`src/common/ulf_pkg.sv`:
```
/*
  shared constants, types and register map of the line format block.
  assumes a 32-bit classic wishbone slave port with byte addresses.
*/
package ulf_pkg;
  // ==========================================================
  // register map (byte addresses)
  localparam logic [7:0] ADR_LFC = 8'h00;
  localparam logic [7:0] ADR_MLC = 8'h04;
  localparam logic [7:0] ADR_DIV = 8'h08;
  localparam logic [7:0] ADR_DATA = 8'h0c;
  localparam logic [7:0] ADR_STAT = 8'h10;
  // ==========================================================
  // reset values
  localparam logic [7:0] LFC_RST = 8'h00;
  localparam logic [7:0] MLC_RST = 8'h00;
  localparam logic [15:0] DIV_RST = 16'h0001;
  // ==========================================================
  // status bit positions
  localparam int STAT_TX_BUSY = 0;
  localparam int STAT_RX_VALID = 1;
  localparam int STAT_RX_PERR = 2;
  localparam int STAT_RX_FERR = 3;
  // ==========================================================
  // field encodings
  localparam logic [1:0] PAR_ODD = 2'h0;
  localparam logic [1:0] PAR_EVEN = 2'h1;
  localparam logic [1:0] PAR_ONE = 2'h2;
  localparam logic [1:0] PAR_ZERO = 2'h3;
  localparam logic [1:0] WLEN_5 = 2'h0;
  localparam logic [2:0] WLEN_BASE = 3'h4;
  // ==========================================================
  // timing in oversample ticks (16 per bit)
  localparam logic [5:0] OVS_LAST = 6'h0f;
  localparam logic [5:0] OVS_HALF = 6'h07;
  localparam logic [5:0] STOP_1 = 6'h10;
  localparam logic [5:0] STOP_15 = 6'h18;
  localparam logic [5:0] STOP_2 = 6'h20;
  localparam logic [5:0] IR_PULSE = 6'h03;
  localparam logic [5:0] IR_STRETCH = 6'h10;
  localparam logic [1:0] PRE_LAST = 2'h3;
  // ==========================================================
  // types
  typedef enum logic [2:0] {
    ST_IDLE = 3'b000,
    ST_START = 3'b001,
    ST_DATA = 3'b010,
    ST_PAR = 3'b011,
    ST_STOP = 3'b100
  } ulf_state_e;

  typedef struct packed {
    logic dlab;
    logic brk;
    logic [1:0] par_mode;
    logic par_en;
    logic stop_long;
    logic [1:0] wlen;
  } ulf_lfc_s;

  typedef struct packed {
    logic clk_div4;
    logic ir_en;
    logic [5:0] other;
  } ulf_mlc_s;
endpackage

```
`src/ulf_line_format.sv`:
```
/*
  line format and line option logic of a single uart channel, with a
  small character transmitter and receiver that obey the format.
  assumes a classic wishbone master on mclk; ser_rx and ir_rx are
  asynchronous pins.
*/
// Implementation choices: register access over Wishbone and the register addresses.
`timescale 1ns/1ps
// Functional notes
// - divisor latch reachable only while line format bit 7 is set.
// - bit 6 set holds ser_tx low in modem mode until software clears it.
// - bits 5:3 pick none, odd, even, forced one or forced zero parity.
// - bit 2 gives one stop bit, or 1.5 (5-bit) / 2 stop bits.
// - bits 1:0 set 5 to 8 data bits for transmit and receive.
// - modem control bit 7 divides input clock by four before baud.
// - modem control bit 6 clear routes serial data to modem pins.
// - bit 6 set routes data via infrared coder; infrared output idles low.
module ulf_line_format (
  input wire logic mclk,
  input wire logic rst,
  input wire logic wb_cyc_i,
  input wire logic wb_stb_i,
  input wire logic wb_we_i,
  input wire logic [7:0] wb_adr_i,
  input wire logic [3:0] wb_sel_i,
  input wire logic [31:0] wb_dat_i,
  output logic [31:0] wb_dat_o,
  output logic wb_ack_o,
  input wire logic ser_rx,
  input wire logic ir_rx,
  output logic ser_tx,
  output logic ir_tx
);
  // ==========================================================
  // parity helper
  function automatic logic par_of(input logic [7:0] d,
                                  input logic [1:0] wl,
                                  input logic [1:0] mode);
    logic [7:0] m;
    logic x;
    m = d & (8'hff >> (2'h3 - wl));
    x = ^m;
    case (mode)
      ulf_pkg::PAR_ODD: par_of = ~x;
      ulf_pkg::PAR_EVEN: par_of = x;
      ulf_pkg::PAR_ONE: par_of = 1'b1;
      default: par_of = 1'b0;
    endcase
  endfunction

  // ==========================================================
  // bus and registers
  ulf_pkg::ulf_lfc_s lfc_ff, nxt_lfc;
  ulf_pkg::ulf_mlc_s mlc_ff, nxt_mlc;
  logic [15:0] div_ff, nxt_div;
  logic ack_ff, nxt_ack;
  logic [31:0] dat_ff, nxt_dat;
  logic take, wr, rd_clr, tx_load;
  logic tx_busy, rx_valid_ff, rx_perr_ff, rx_ferr_ff;
  logic [7:0] rx_data_ff;

  always_comb begin
    take = wb_cyc_i & wb_stb_i & ack_ff;
    wr = take & wb_we_i;
    rd_clr = take & ~wb_we_i & (wb_adr_i == ulf_pkg::ADR_DATA);
    tx_load = wr & wb_sel_i[0] & (wb_adr_i == ulf_pkg::ADR_DATA)
              & ~tx_busy;
    nxt_ack = wb_cyc_i & wb_stb_i & ~ack_ff;
    nxt_lfc = lfc_ff;
    nxt_mlc = mlc_ff;
    nxt_div = div_ff;
    if (wr & wb_sel_i[0] & (wb_adr_i == ulf_pkg::ADR_LFC)) begin
      nxt_lfc = wb_dat_i[7:0];
    end
    if (wr & wb_sel_i[0] & (wb_adr_i == ulf_pkg::ADR_MLC)) begin
      nxt_mlc = wb_dat_i[7:0];
    end
    if (wr & lfc_ff.dlab & (wb_adr_i == ulf_pkg::ADR_DIV)) begin
      if (wb_sel_i[0]) begin
        nxt_div[7:0] = wb_dat_i[7:0];
      end
      if (wb_sel_i[1]) begin
        nxt_div[15:8] = wb_dat_i[15:8];
      end
    end
    nxt_dat = 32'h0;
    if (nxt_ack) begin
      case (wb_adr_i)
        ulf_pkg::ADR_LFC: nxt_dat[7:0] = lfc_ff;
        ulf_pkg::ADR_MLC: nxt_dat[7:0] = mlc_ff;
        ulf_pkg::ADR_DIV: begin
          if (lfc_ff.dlab) begin
            nxt_dat[15:0] = div_ff;
          end
        end
        ulf_pkg::ADR_DATA: nxt_dat[7:0] = rx_data_ff;
        ulf_pkg::ADR_STAT: begin
          nxt_dat[ulf_pkg::STAT_TX_BUSY] = tx_busy;
          nxt_dat[ulf_pkg::STAT_RX_VALID] = rx_valid_ff;
          nxt_dat[ulf_pkg::STAT_RX_PERR] = rx_perr_ff;
          nxt_dat[ulf_pkg::STAT_RX_FERR] = rx_ferr_ff;
        end
        default: nxt_dat = 32'h0;
      endcase
    end
  end

  always_ff @(posedge mclk or posedge rst) begin
    if (rst) begin
      lfc_ff <= ulf_pkg::LFC_RST;
      mlc_ff <= ulf_pkg::MLC_RST;
      div_ff <= ulf_pkg::DIV_RST;
      ack_ff <= 1'b0;
      dat_ff <= 32'h0;
    end else begin
      lfc_ff <= nxt_lfc;
      mlc_ff <= nxt_mlc;
      div_ff <= nxt_div;
      ack_ff <= nxt_ack;
      dat_ff <= nxt_dat;
    end
  end

  assign wb_ack_o = ack_ff;
  assign wb_dat_o = dat_ff;

  // ==========================================================
  // baud tick, sixteen per bit
  logic [1:0] pre_ff, nxt_pre;
  logic [15:0] bcnt_ff, nxt_bcnt;
  logic tick_ff, nxt_tick;

  always_comb begin
    nxt_pre = pre_ff + 2'h1;
    nxt_bcnt = bcnt_ff;
    nxt_tick = 1'b0;
    // divide by four only when selected, else every clock
    if (~mlc_ff.clk_div4 | (pre_ff == ulf_pkg::PRE_LAST)) begin
      if (bcnt_ff == 16'h0) begin
        nxt_tick = 1'b1;
        // a zero divisor behaves as one
        nxt_bcnt = (div_ff == 16'h0) ? 16'h0 : div_ff - 16'h1;
      end else begin
        nxt_bcnt = bcnt_ff - 16'h1;
      end
    end
  end

  always_ff @(posedge mclk or posedge rst) begin
    if (rst) begin
      pre_ff <= 2'h0;
      bcnt_ff <= 16'h0;
      tick_ff <= 1'b0;
    end else begin
      pre_ff <= nxt_pre;
      bcnt_ff <= nxt_bcnt;
      tick_ff <= nxt_tick;
    end
  end

  // ==========================================================
  // transmitter
  ulf_pkg::ulf_state_e tx_st_ff, nxt_tx_st;
  logic [7:0] tx_sh_ff, nxt_tx_sh;
  logic [2:0] tx_bit_ff, nxt_tx_bit;
  logic [5:0] tx_tk_ff, nxt_tx_tk;
  logic tx_par_ff, nxt_tx_par;
  logic ser_tx_ff, nxt_ser_tx, ir_tx_ff, nxt_ir_tx;
  logic line, eff;
  logic [5:0] stop_len;
  logic [2:0] last_bit;

  always_comb begin
    last_bit = ulf_pkg::WLEN_BASE + {1'b0, lfc_ff.wlen};
    if (~lfc_ff.stop_long) begin
      stop_len = ulf_pkg::STOP_1;
    end else if (lfc_ff.wlen == ulf_pkg::WLEN_5) begin
      stop_len = ulf_pkg::STOP_15;
    end else begin
      stop_len = ulf_pkg::STOP_2;
    end
    nxt_tx_st = tx_st_ff;
    nxt_tx_sh = tx_sh_ff;
    nxt_tx_bit = tx_bit_ff;
    nxt_tx_tk = tx_tk_ff;
    nxt_tx_par = tx_par_ff;
    if (tx_st_ff == ulf_pkg::ST_IDLE) begin
      if (tx_load) begin
        nxt_tx_st = ulf_pkg::ST_START;
        nxt_tx_sh = wb_dat_i[7:0];
        nxt_tx_par = par_of(wb_dat_i[7:0], lfc_ff.wlen, lfc_ff.par_mode);
        nxt_tx_bit = 3'h0;
        nxt_tx_tk = 6'h0;
      end
    end else if (tick_ff) begin
      nxt_tx_tk = tx_tk_ff + 6'h1;
      case (tx_st_ff)
        ulf_pkg::ST_START: begin
          if (tx_tk_ff == ulf_pkg::OVS_LAST) begin
            nxt_tx_st = ulf_pkg::ST_DATA;
            nxt_tx_tk = 6'h0;
          end
        end
        ulf_pkg::ST_DATA: begin
          if (tx_tk_ff == ulf_pkg::OVS_LAST) begin
            nxt_tx_tk = 6'h0;
            nxt_tx_sh = tx_sh_ff >> 1;
            nxt_tx_bit = tx_bit_ff + 3'h1;
            if (tx_bit_ff == last_bit) begin
              nxt_tx_st = lfc_ff.par_en ? ulf_pkg::ST_PAR
                                        : ulf_pkg::ST_STOP;
            end
          end
        end
        ulf_pkg::ST_PAR: begin
          if (tx_tk_ff == ulf_pkg::OVS_LAST) begin
            nxt_tx_st = ulf_pkg::ST_STOP;
            nxt_tx_tk = 6'h0;
          end
        end
        default: begin
          if (nxt_tx_tk >= stop_len) begin
            nxt_tx_st = ulf_pkg::ST_IDLE;
            nxt_tx_tk = 6'h0;
          end
        end
      endcase
    end
    case (tx_st_ff)
      ulf_pkg::ST_START: line = 1'b0;
      ulf_pkg::ST_DATA: line = tx_sh_ff[0];
      ulf_pkg::ST_PAR: line = tx_par_ff;
      default: line = 1'b1;
    endcase
    eff = line & ~lfc_ff.brk;
    // pin not in use rests at its idle level
    nxt_ser_tx = mlc_ff.ir_en | eff;
    nxt_ir_tx = mlc_ff.ir_en & ~eff
                & (tx_tk_ff < ulf_pkg::IR_PULSE);
  end

  always_ff @(posedge mclk or posedge rst) begin
    if (rst) begin
      tx_st_ff <= ulf_pkg::ST_IDLE;
      tx_sh_ff <= 8'h0;
      tx_bit_ff <= 3'h0;
      tx_tk_ff <= 6'h0;
      tx_par_ff <= 1'b0;
      ser_tx_ff <= 1'b1;
      ir_tx_ff <= 1'b0;
    end else begin
      tx_st_ff <= nxt_tx_st;
      tx_sh_ff <= nxt_tx_sh;
      tx_bit_ff <= nxt_tx_bit;
      tx_tk_ff <= nxt_tx_tk;
      tx_par_ff <= nxt_tx_par;
      ser_tx_ff <= nxt_ser_tx;
      ir_tx_ff <= nxt_ir_tx;
    end
  end

  assign tx_busy = (tx_st_ff != ulf_pkg::ST_IDLE);
  assign ser_tx = ser_tx_ff;
  assign ir_tx = ir_tx_ff;

  // ==========================================================
  // receiver
  ulf_pkg::ulf_state_e rx_st_ff, nxt_rx_st;
  logic [7:0] rx_sh_ff, nxt_rx_sh, nxt_rx_data;
  logic [2:0] rx_bit_ff, nxt_rx_bit;
  logic [5:0] rx_tk_ff, nxt_rx_tk, irs_ff, nxt_irs;
  logic rx_s1_ff, rx_s2_ff, ir_s1_ff, ir_s2_ff, ir_prev_ff;
  logic rpe_ff, nxt_rpe, nxt_valid, nxt_perr, nxt_ferr, rline, done;

  always_comb begin
    // a short infrared pulse marks a zero; stretch it over a bit
    nxt_irs = irs_ff;
    if (ir_s2_ff & ~ir_prev_ff) begin
      nxt_irs = ulf_pkg::IR_STRETCH;
    end else if (tick_ff & (irs_ff != 6'h0)) begin
      nxt_irs = irs_ff - 6'h1;
    end
    rline = mlc_ff.ir_en ? (irs_ff == 6'h0) : rx_s2_ff;
    nxt_rx_st = rx_st_ff;
    nxt_rx_sh = rx_sh_ff;
    nxt_rx_bit = rx_bit_ff;
    nxt_rx_tk = rx_tk_ff;
    nxt_rpe = rpe_ff;
    nxt_rx_data = rx_data_ff;
    done = 1'b0;
    if (rx_st_ff == ulf_pkg::ST_IDLE) begin
      if (~rline) begin
        nxt_rx_st = ulf_pkg::ST_START;
        nxt_rx_tk = 6'h0;
      end
    end else if (tick_ff) begin
      nxt_rx_tk = rx_tk_ff + 6'h1;
      case (rx_st_ff)
        ulf_pkg::ST_START: begin
          if (rx_tk_ff == ulf_pkg::OVS_HALF) begin
            // a start shorter than half a bit is a glitch
            nxt_rx_st = rline ? ulf_pkg::ST_IDLE : ulf_pkg::ST_DATA;
            nxt_rx_tk = 6'h0;
            nxt_rx_bit = 3'h0;
            nxt_rx_sh = 8'h0;
            nxt_rpe = 1'b0;
          end
        end
        ulf_pkg::ST_DATA: begin
          if (rx_tk_ff == ulf_pkg::OVS_LAST) begin
            nxt_rx_tk = 6'h0;
            nxt_rx_sh[rx_bit_ff] = rline;
            nxt_rx_bit = rx_bit_ff + 3'h1;
            if (rx_bit_ff == last_bit) begin
              nxt_rx_st = lfc_ff.par_en ? ulf_pkg::ST_PAR
                                        : ulf_pkg::ST_STOP;
            end
          end
        end
        ulf_pkg::ST_PAR: begin
          if (rx_tk_ff == ulf_pkg::OVS_LAST) begin
            nxt_rx_tk = 6'h0;
            nxt_rpe = rline
                      ^ par_of(rx_sh_ff, lfc_ff.wlen, lfc_ff.par_mode);
            nxt_rx_st = ulf_pkg::ST_STOP;
          end
        end
        default: begin
          // only the first stop bit is checked
          if (rx_tk_ff == ulf_pkg::OVS_LAST) begin
            done = 1'b1;
            nxt_rx_data = rx_sh_ff;
            nxt_rx_st = ulf_pkg::ST_IDLE;
          end
        end
      endcase
    end
    // a new character beats a read clearing the flags
    nxt_valid = done | (rx_valid_ff & ~rd_clr);
    nxt_perr = done ? rpe_ff : (rx_perr_ff & ~rd_clr);
    nxt_ferr = done ? ~rline : (rx_ferr_ff & ~rd_clr);
  end

  always_ff @(posedge mclk or posedge rst) begin
    if (rst) begin
      rx_s1_ff <= 1'b1;
      rx_s2_ff <= 1'b1;
      ir_s1_ff <= 1'b0;
      ir_s2_ff <= 1'b0;
      ir_prev_ff <= 1'b0;
      irs_ff <= 6'h0;
      rx_st_ff <= ulf_pkg::ST_IDLE;
      rx_sh_ff <= 8'h0;
      rx_bit_ff <= 3'h0;
      rx_tk_ff <= 6'h0;
      rpe_ff <= 1'b0;
      rx_data_ff <= 8'h0;
      rx_valid_ff <= 1'b0;
      rx_perr_ff <= 1'b0;
      rx_ferr_ff <= 1'b0;
    end else begin
      rx_s1_ff <= ser_rx;
      rx_s2_ff <= rx_s1_ff;
      ir_s1_ff <= ir_rx;
      ir_s2_ff <= ir_s1_ff;
      ir_prev_ff <= ir_s2_ff;
      irs_ff <= nxt_irs;
      rx_st_ff <= nxt_rx_st;
      rx_sh_ff <= nxt_rx_sh;
      rx_bit_ff <= nxt_rx_bit;
      rx_tk_ff <= nxt_rx_tk;
      rpe_ff <= nxt_rpe;
      rx_data_ff <= nxt_rx_data;
      rx_valid_ff <= nxt_valid;
      rx_perr_ff <= nxt_perr;
      rx_ferr_ff <= nxt_ferr;
    end
  end
endmodule

```
`config.mk`:
```
export PLATFORM = sky130hd
export DESIGN_NAME = ulf_line_format
export DESIGN_NICKNAME = d
export VERILOG_FILES = /design/src/common/ulf_pkg.sv /design/src/ulf_line_format.sv
export SDC_FILE = /design/constraint.sdc
export NUM_CORES = 1
export LEC_CHECK = 0
export BUFFER_PORTS_ARGS = -buffer_cell sky130_fd_sc_hd__buf_2
export CELL_PAD_IN_SITES_DETAIL_PLACEMENT = 0
export CELL_PAD_IN_SITES_GLOBAL_PLACEMENT = 2
export CORE_MARGIN = 4
export CORE_UTILIZATION = 38
export DETAILED_ROUTE_END_ITERATION = 10
export PLACE_DENSITY = 0.8
export SYNTH_ARGS = -nofsm -noshare
export SYNTH_HDL_FRONTEND = slang
export SYNTH_SLANG_ARGS = --single-unit
```
`constraint.sdc`:
```
create_clock -name mclk -period 5.35 [get_ports mclk]
set_input_delay 0.8025 -clock mclk [delete_from_list [all_inputs] [get_ports mclk]]
set_output_delay 0.8025 -clock mclk [all_outputs]
set_load 0.02 [all_outputs]
```
==> impl_metrics.csv, run 1 <==
group,metric,value,unit
outcome,status,"finished, final reports clean",
power_and_ir_drop,leakage,3.781,nW
cts,clk_latency,420,ps
route,drt_wl_total,17370,um
sta,finalHoldViolCount,0,
power_and_ir_drop,irDropWorstVdd,0.0002327,V
sta,fmax,0.3390,GHz
power_and_ir_drop,power.total,0.002705,W
worst_setup_path,cp_max_fo,17,
logic_synthesis,synth_compound_area_frac,0.1257,
logic_synthesis,synth_top_family_by_area,"simple AND/OR/NAND/NOR gates",
route,vias_per_cell,5.536,
worst_setup_path,cp-start-kind,"primary input",
placement,dp_hpwl,12680,um
floorplanning,fp.dieArea,21010,um^2
worst_setup_path,max_stage_delay,640,ps
placement,postPlaceCellArea,7522,um^2
logic_synthesis,muxShareOfSynthArea,0.1120,
logic_synthesis,syn_inst,686,
placement,place_inst,942,
global_route,grt.total_usage,0.1666,
sta,maxSlewViolCount,0,
cts,cts_setup_buffers,0,
min_path,hold_path_class,"flip-flop to flip-flop",
placement,io_buffers,51,
cts,cts_tree,"yes",
logic_synthesis,yosys.area_share.simple,0.1696,
logic_synthesis,syn_avg_cell_area,10.39,um^2
logic_synthesis,synth-edff-count,0,
sta,finClkSkew,8.557,ps
route,route.detailed.drc,0,
floorplanning,die_h,144.9,um
worst_setup_path,path_buf_inv,1,
cts,clock_path_buffers,2,
worst_setup_path,cp_slowest_cell,"and4b_1",
finish,diodes,0,
global_route,first_global_vias,5317,
power_and_ir_drop,power_density,333.9,nW/um^2
floorplanning,start_util,0.3913,
cts,cts_resized,0,
run,maxCapViolations,0,
sta,finalSetupTns,0,ps
floorplanning,coreArea,18210,um^2
sta,rsz0062_at_grt,"false",
global_route,overflow,0,
worst_setup_path,arrival,3250,ps
finish,design_area,8100,um^2
finish,stdcell_count,974,
global_route,grt_max_degree,93,
logic_synthesis,synth_adder_area_share,0.02458,
logic_synthesis,async_flop_share,1.000,
worst_setup_path,worstSetupPathType,"primary input to flip-flop",
logic_synthesis,seq_area_frac_synth,0.4713,
worst_setup_path,end_kind,"flip-flop",
route,drtIter0Drc,349,
logic_synthesis,synth_cell_type_count,75,
logic_synthesis,yosysWarnings,0,
floorplanning,fp-row-count,49,
finish,drive_gt1_frac,0.2268,
sta,period_needed,2950,ps
floorplanning,die_w,144.9,um
finish,syn2layout_area_growth,13.68,%
cts,cts_made_buffers,17,
sta,slew_headroom,0.3757,
route,wl_per_cell,17.84,um
sta,finalCritPeriodShare,0.5514,
global_route,antenna_found_initial,0,
route,ant_nets,0,
logic_synthesis,ys.flop_type,"dfrtp_1",
logic_synthesis,synth_xor_area_frac,0.04934,
logic_synthesis,ys_seq_elements,134,
worst_setup_path,cpLargestDelayFamily,"simple AND/OR/NAND/NOR gates",
finish,nets,797,
cts,htree_levels,4,
logic_synthesis,mappedNetlistArea,7126,um^2
route,firstDrtPassIters,6,
cts,cts-root-buf,"clkbuf_16",
sta,worst_pin_slew,934.5,ps
cts,hold_buffers,0,
worst_setup_path,required,5650,ps
worst_setup_path,crit_chain,"buf_2 -> or4_4 -> nor3_2 -> and4b_1 -> and3_1 -> mux2_2",
placement,place.gp.congestion,0.8026,
sta,finalSetupViolCount,0,
route,via_count,5392,
cts,clk_pin_slew_worst_paths,60,ps
global_route,grt_pass1_wl,28420,um
cts,cts_sinks,134,
floorplanning,ios,86,
==> layer usage <==
layer  global-route usage  routed length, um
met1               0.2237               8110
met2               0.2739               8498
met3              0.03960                613
met4              0.04181                151
met5                    0                  0
==> cell usage in the layout (no fill, tap or decap), types with 4 or more instances in the layout <==
cell       count
dfrtp_1      130
mux2_2        62
nand2_1       54
buf_2         51
nor2_1        42
o21ai_0       42
nand3_1       26
inv_1         25
xnor2_1       24
a21oi_1       22
clkbuf_16     17
nor3_1        16
conb_1        16
and3_1        15
ha_1          14
xor2_1        11
mux2i_1       10
a31oi_1       10
nand2b_1       8
nand4_1        7
nor2b_1        7
nor4_1         7
a222oi_1       7
or3_1          6
a22o_1         6
o31ai_1        6
inv_6          6
nor3b_1        5
nand3b_1       5
o221ai_1       4
dfstp_2        4
buf_4          4
==> final timing paths <==
| kind | start | to | slack, ps | cells after the start |
|---|---|---|---|---|
| setup / recovery | wb_adr_i[1] | div_ff[10] | 2400 | 6 |
| hold reg to reg | ir_s1_ff | ir_s2_ff | 360 | 0 |
| max in group asynchronous | rst | rx_sh_ff[3] | 3650 | 3 |
| setup reg to reg | bcnt_ff[0] | bcnt_ff[6] | 2600 | 7 |
| min in group asynchronous | rst | div_ff[9] | 510 | 2 |
| hold / removal | ir_s1_ff | ir_s2_ff | 360 | 0 |
==> cells by family after synthesis <==
logic type               after synthesis
multiplexers                          72
AO/OA/AOI/OAI                        134
other                                  1
XOR/XNOR                              37
adder cells (fa/ha/maj)               14
AND/OR/NAND/NOR                      225
flip-flops                           134
buffers and inverters                 69
==> cells in the mapped netlist, types with 8 or more instances <==
| cell type | number | area, um^2 |
|---|---|---|
| a21oi_1 | 22 | 110.1 |
| a31oi_1 | 10 | 62.56 |
| and3_1 | 15 | 93.84 |
| buf_4 | 17 | 127.6 |
| clkbuf_1 | 22 | 82.58 |
| dfrtp_1 | 130 | 3253 |
| ha_1 | 14 | 175.2 |
| inv_1 | 26 | 97.59 |
| mux2_2 | 62 | 698.2 |
| mux2i_1 | 10 | 100.1 |
| nand2_1 | 54 | 202.7 |
| nand2b_1 | 8 | 50.05 |
| nand3_1 | 26 | 130.1 |
| nor2_1 | 42 | 157.7 |
| nor3_1 | 16 | 80.08 |
| o21ai_0 | 42 | 210.2 |
| xnor2_1 | 24 | 210.2 |
| xor2_1 | 11 | 96.34 |
==> state kept, by name (all words and copies together) (netlist names), 8 cells and up <==
| signal | cells |
|---|---|
| rx_sh_ff | 8 |
| bcnt_ff | 16 |
| tx_sh_ff | 8 |
| div_ff | 16 |
| wb_dat_o | 16 |
| lfc_ff | 8 |
| rx_data_ff | 8 |
| mlc_ff | 8 |
==> final cells by class <==
cell class                      count  area (um^2)
Fill cell                        1763        10110
Clock buffer                       18        439.2
Clock inverter                     14        138.9
Inverter                           26        102.6
Sequential cell                   134         3358
Timing Repair Buffer               55        285.3
Multi-Input combinational cell    498         3490
Tap cell                          229        286.5
==> metrics by stage <==
stage | setup WS (ps) | hold WS [ps] | utilization
floorplan | 971.4 | 331.2 | -
global placement | 2038 | 333.7 | 0.4131
detailed placement | 1954 | 347.1 | 0.4131
CTS | 2402 | 360.6 | 0.4449
global route | 2222 | 367.5 | 0.4449
finish | 2400 | 360.5 | 0.4449
==> worst reg2reg max path, stage by stage (launching register included) <==
cell and delay (ps):
dfrtp_1 390, inv_1 120, ha_1 150, nor4b_1 510, nand3_1 440, nor2_1 530, o21ai_0 220, o221a_2 280
==> power breakdown <==
group          internal, W  switching [W]
sequential         0.00110       0.000102
combinational     0.000152       0.000199
clock             0.000665       0.000484
(Power assumes the default switching activity.)
==> inputs of run 2 (changes only) <==
--- a/config.mk
+++ b/config.mk
@@ -5,13 +5,14 @@
 export SDC_FILE = /design/constraint.sdc
 export NUM_CORES = 1
 export LEC_CHECK = 0
+export ABC_AREA = 1
 export BUFFER_PORTS_ARGS = -buffer_cell sky130_fd_sc_hd__buf_2
 export CELL_PAD_IN_SITES_DETAIL_PLACEMENT = 0
 export CELL_PAD_IN_SITES_GLOBAL_PLACEMENT = 2
 export CORE_MARGIN = 4
-export CORE_UTILIZATION = 38
+export CORE_UTILIZATION = 31
 export DETAILED_ROUTE_END_ITERATION = 10
-export PLACE_DENSITY = 0.8
+export PLACE_DENSITY = 0.76
 export SYNTH_ARGS = -nofsm -noshare
 export SYNTH_HDL_FRONTEND = slang
 export SYNTH_SLANG_ARGS = --single-unit
==> constraint.sdc (replaced) <==
create_clock -name mclk -period 2.4 [get_ports mclk]
set_input_delay 0.36 -clock mclk [delete_from_list [all_inputs] [get_ports mclk]]
set_output_delay 0.36 -clock mclk [all_outputs]
set_load 0.02 [all_outputs]
==> run 2 against run 1 <==
Effect of this change:
- sequential power grew 120%
- synthesized area grew 3.4%
- clock power grew 130%
- non-clock buffer count grew 16
- via count grew 15%
- critical path type is now flip-flop to flip-flop
- critical endpoint is now tx_tk_ff[0]
- largest power group is now the clock network
==> impl_metrics.csv, run 2 <==
group,metric,value,unit
worst_setup_path,worstSetupPathType,"flip-flop to flip-flop",
sta,slew_headroom,0.5566,
logic_synthesis,synth_xor_area_frac,0.04042,
sta,finalCritPeriodShare,0.9108,
logic_synthesis,yosysMostFrequentCell,"nand2_1",
global_route,grtUsageMet1,0.2363,
logic_synthesis,synth_top_family_by_area,"simple AND/OR/NAND/NOR gates",
logic_synthesis,synth_cell_type_count,46,
cts,cts_setup_buffers,0,
placement,post-place-ws,-21.55,ps
cts,cts_tree,"yes",
logic_synthesis,ys_seq_elements,134,
logic_synthesis,synth_compound_area_frac,0.1197,
global_route,grtUsageMet3,0.03121,
sta,finalHoldViolCount,0,
cts,cts_sinks,134,
finish,drive_gt1_frac,0.1382,
power_and_ir_drop,irDropWorstVdd,0.0004480,V
placement,place.gp.congestion,0.7947,
cts,clk_latency,420,ps
floorplanning,die_h,162.2,um
worst_setup_path,max_stage_delay,420,ps
global_route,first_global_vias,6191,
sta,setup_ws,214.1,ps
route,ant_nets,0,
worst_setup_path,end_kind,"flip-flop",
worst_setup_path,cpMostUsedCell,"nand2_1",
worst_setup_path,cp_max_fo,5,
placement,io_buffers,51,
power_and_ir_drop,leakage,4.224,nW
logic_synthesis,seq_area_frac_synth,0.4558,
outcome,status,"finished, final reports clean",
min_path,hold_path_class,"primary input to flip-flop",
sta,worst_pin_slew,663.1,ps
finish,final_common_cell,"nand2_1",
logic_synthesis,async_flop_share,1.000,
logic_synthesis,syn_avg_cell_area,7.896,um^2
finish,syn2layout_area_growth,18.02,%
route,firstDrtPassIters,4,
logic_synthesis,synth-edff-count,0,
global_route,grt.total_usage,0.1594,
route,route.detailed.drc,0,
sta,period_needed,2186,ps
route,drt_wl_total,19980,um
cts,clk_pin_slew_worst_paths,60,ps
global_route,grt_max_degree,61,
route,wl_per_cell,14.92,um
global_route,antenna_found_initial,0,
worst_setup_path,crit_chain,"ha_1 -> nand2_1 -> inv_1 -> nand2_1 -> xor2_2 -> ha_1 -> nand2_1 -> nor2_1 -> a211oi_2 -> nand2_1 -> nand2_1 -> nand3_2 -> o21ai_0",
floorplanning,fp-row-count,56,
worst_setup_path,rrSetupSlack,210,ps
route,via_count,6185,
finish,mostFrequentLayoutCells,"nand2_1 (204), dfrtp_1 (130), inv_1 (116)",
power_and_ir_drop,power_density,735.4,nW/um^2
floorplanning,ios,86,
logic_synthesis,yosysTopAreaCell,"dfrtp_1",
sta,finClkSkew,8.346,ps
sta,maxSlewViolCount,0,
global_route,grt_pass1_wl,32950,um
sta,fmax,0.4575,GHz
floorplanning,start_util,0.3148,
logic_synthesis,ys.flop_type,"dfrtp_1",
floorplanning,coreArea,23400,um^2
finish,diodes,0,
logic_synthesis,synth_common_cells,"nand2_1 (204), dfrtp_1 (130), inv_1 (117), nor2_1 (104), o21ai_0 (86)",
worst_setup_path,arrival,2530,ps
worst_setup_path,cp-start-kind,"flip-flop",
cts,cts-root-buf,"clkbuf_16",
cts,htree_levels,4,
sta,finalSetupTns,0,ps
global_route,busiest_layer,"met2",
worst_setup_path,path_buf_inv,1,
logic_synthesis,muxShareOfSynthArea,0.01444,
global_route,overflow,0,
logic_synthesis,yosysWarnings,0,
logic_synthesis,synth_adder_area_share,0.02378,
logic_synthesis,mappedNetlistArea,7367,um^2
cts,clock_path_buffers,2,
route,drtIter0Drc,295,
logic_synthesis,yosys.area_share.simple,0.2563,
floorplanning,fp.dieArea,26300,um^2
placement,dp_hpwl,14940,um
sta,rsz0062_at_grt,"true",
worst_setup_path,cp_slowest_cell,"dfrtp_1",
sta,finalSetupViolCount,0,
route,vias_per_cell,4.619,
logic_synthesis,syn_inst,933,
worst_setup_path,required,2740,ps
finish,nets,1072,
logic_synthesis,ys_top_cells_by_area,"dfrtp_1 (44%), nand2_1 (10%), inv_1 (6.0%)",
global_route,met2_usage,0.2393,
finish,final_util,0.3715,
logic_synthesis,synth_top_area_share,0.4416,
worst_setup_path,cpLargestDelayFamily,"simple AND/OR/NAND/NOR gates",
cts,cts_made_buffers,17,
floorplanning,die_w,162.2,um
run,maxCapViolations,0,
power_and_ir_drop,power.total,0.006394,W
[run 2: cell count changes after synthesis, moves of 17 or more]
cell and delta:
xnor2_1 -18, o21ai_0 +44, inv_1 +91, mux2_2 -57
xor2_1 +17, nand2_1 +150, nor2_1 +62, nand3_1 +33
[run 2: worst paths after layout]
check	start	end	depth (start not counted)
max in group asynchronous	rst	div_ff[0]	4
worst max-delay path	tx_tk_ff[0]	tx_tk_ff[0]	13
min in group asynchronous	rst	wb_dat_o[7]	3
worst min-delay path	ser_rx	rx_s1_ff	1
worst max register to register	tx_tk_ff[0]	tx_tk_ff[0]	13
worst min register to register	ir_s1_ff	ir_s2_ff	0
[run 2: cells by family (layout without fill, tap and decap cells)]
family	Yosys count	after routing
DFF	134	134
muxes	10	10
and+or+nand+nor	428	428
buffers and inverters	154	226
adders and majority gates	14	14
other	1	16
AOI/OAI and AO/OA	158	158
xor gates and xnor gates	34	34
[run 2: timing repair]
| action | in CTS | in global routing |
|---|---|---|
| hold buffers | 1 | 0 |
| pin swaps | 0 | 1 |
| endpoints found under the hold margin | 10 | 0 |
| gates resized for setup | 1 | 6 |
| endpoints found under the setup margin | 1 | 9 |
[run 2: worst register-to-register path, cell delays in order, from the launching register on]
cell,delay (ps)
dfrtp_1,420
ha_1,230
nand2_1,70
inv_1,50
nand2_1,110
xor2_2,190
ha_1,250
nand2_1,80
nor2_1,60
a211oi_2,170
nand2_1,70
nand2_1,120
nand3_2,110
o21ai_0,170
[run 2: area by class of cell]
class / count / area [um^2]
fillers: 2499 / 14710
flip-flops and latches: 134 / 3358
inverters: 123 / 467.9
clock inverters: 10 / 130.1
repair buffers: 71 / 432.9
clock buffers: 22 / 464.2
well taps: 319 / 399.1
multi-input cells: 660 / 3442
[run 2: per-stage QoR]
step / hold slack, ps / cell area (um^2) / std cells
finish: 37.13 / 8695 / 1339
global route: 17.64 / 8695 / 1339
CTS: 21.06 / 8666 / 1339
detailed placement: 340.3 / 8058 / 1306
global placement: 343.3 / 8058 / 1306
floorplan: 331.2 / 7427 / 948
[run 2: routing by layer]
layer / up-vias / wire, um
li1: 3158 / -
met5: - / 0
met1: 2917 / 10310
met3: 11 / 666
met4: 0 / 169
met2: 99 / 8835
[run 2: report_power, final]
part           switching (W)  internal, W  total, W
logic               0.000684     0.000411   0.00110
registers           0.000158      0.00246   0.00262
clock network       0.000996      0.00168   0.00268
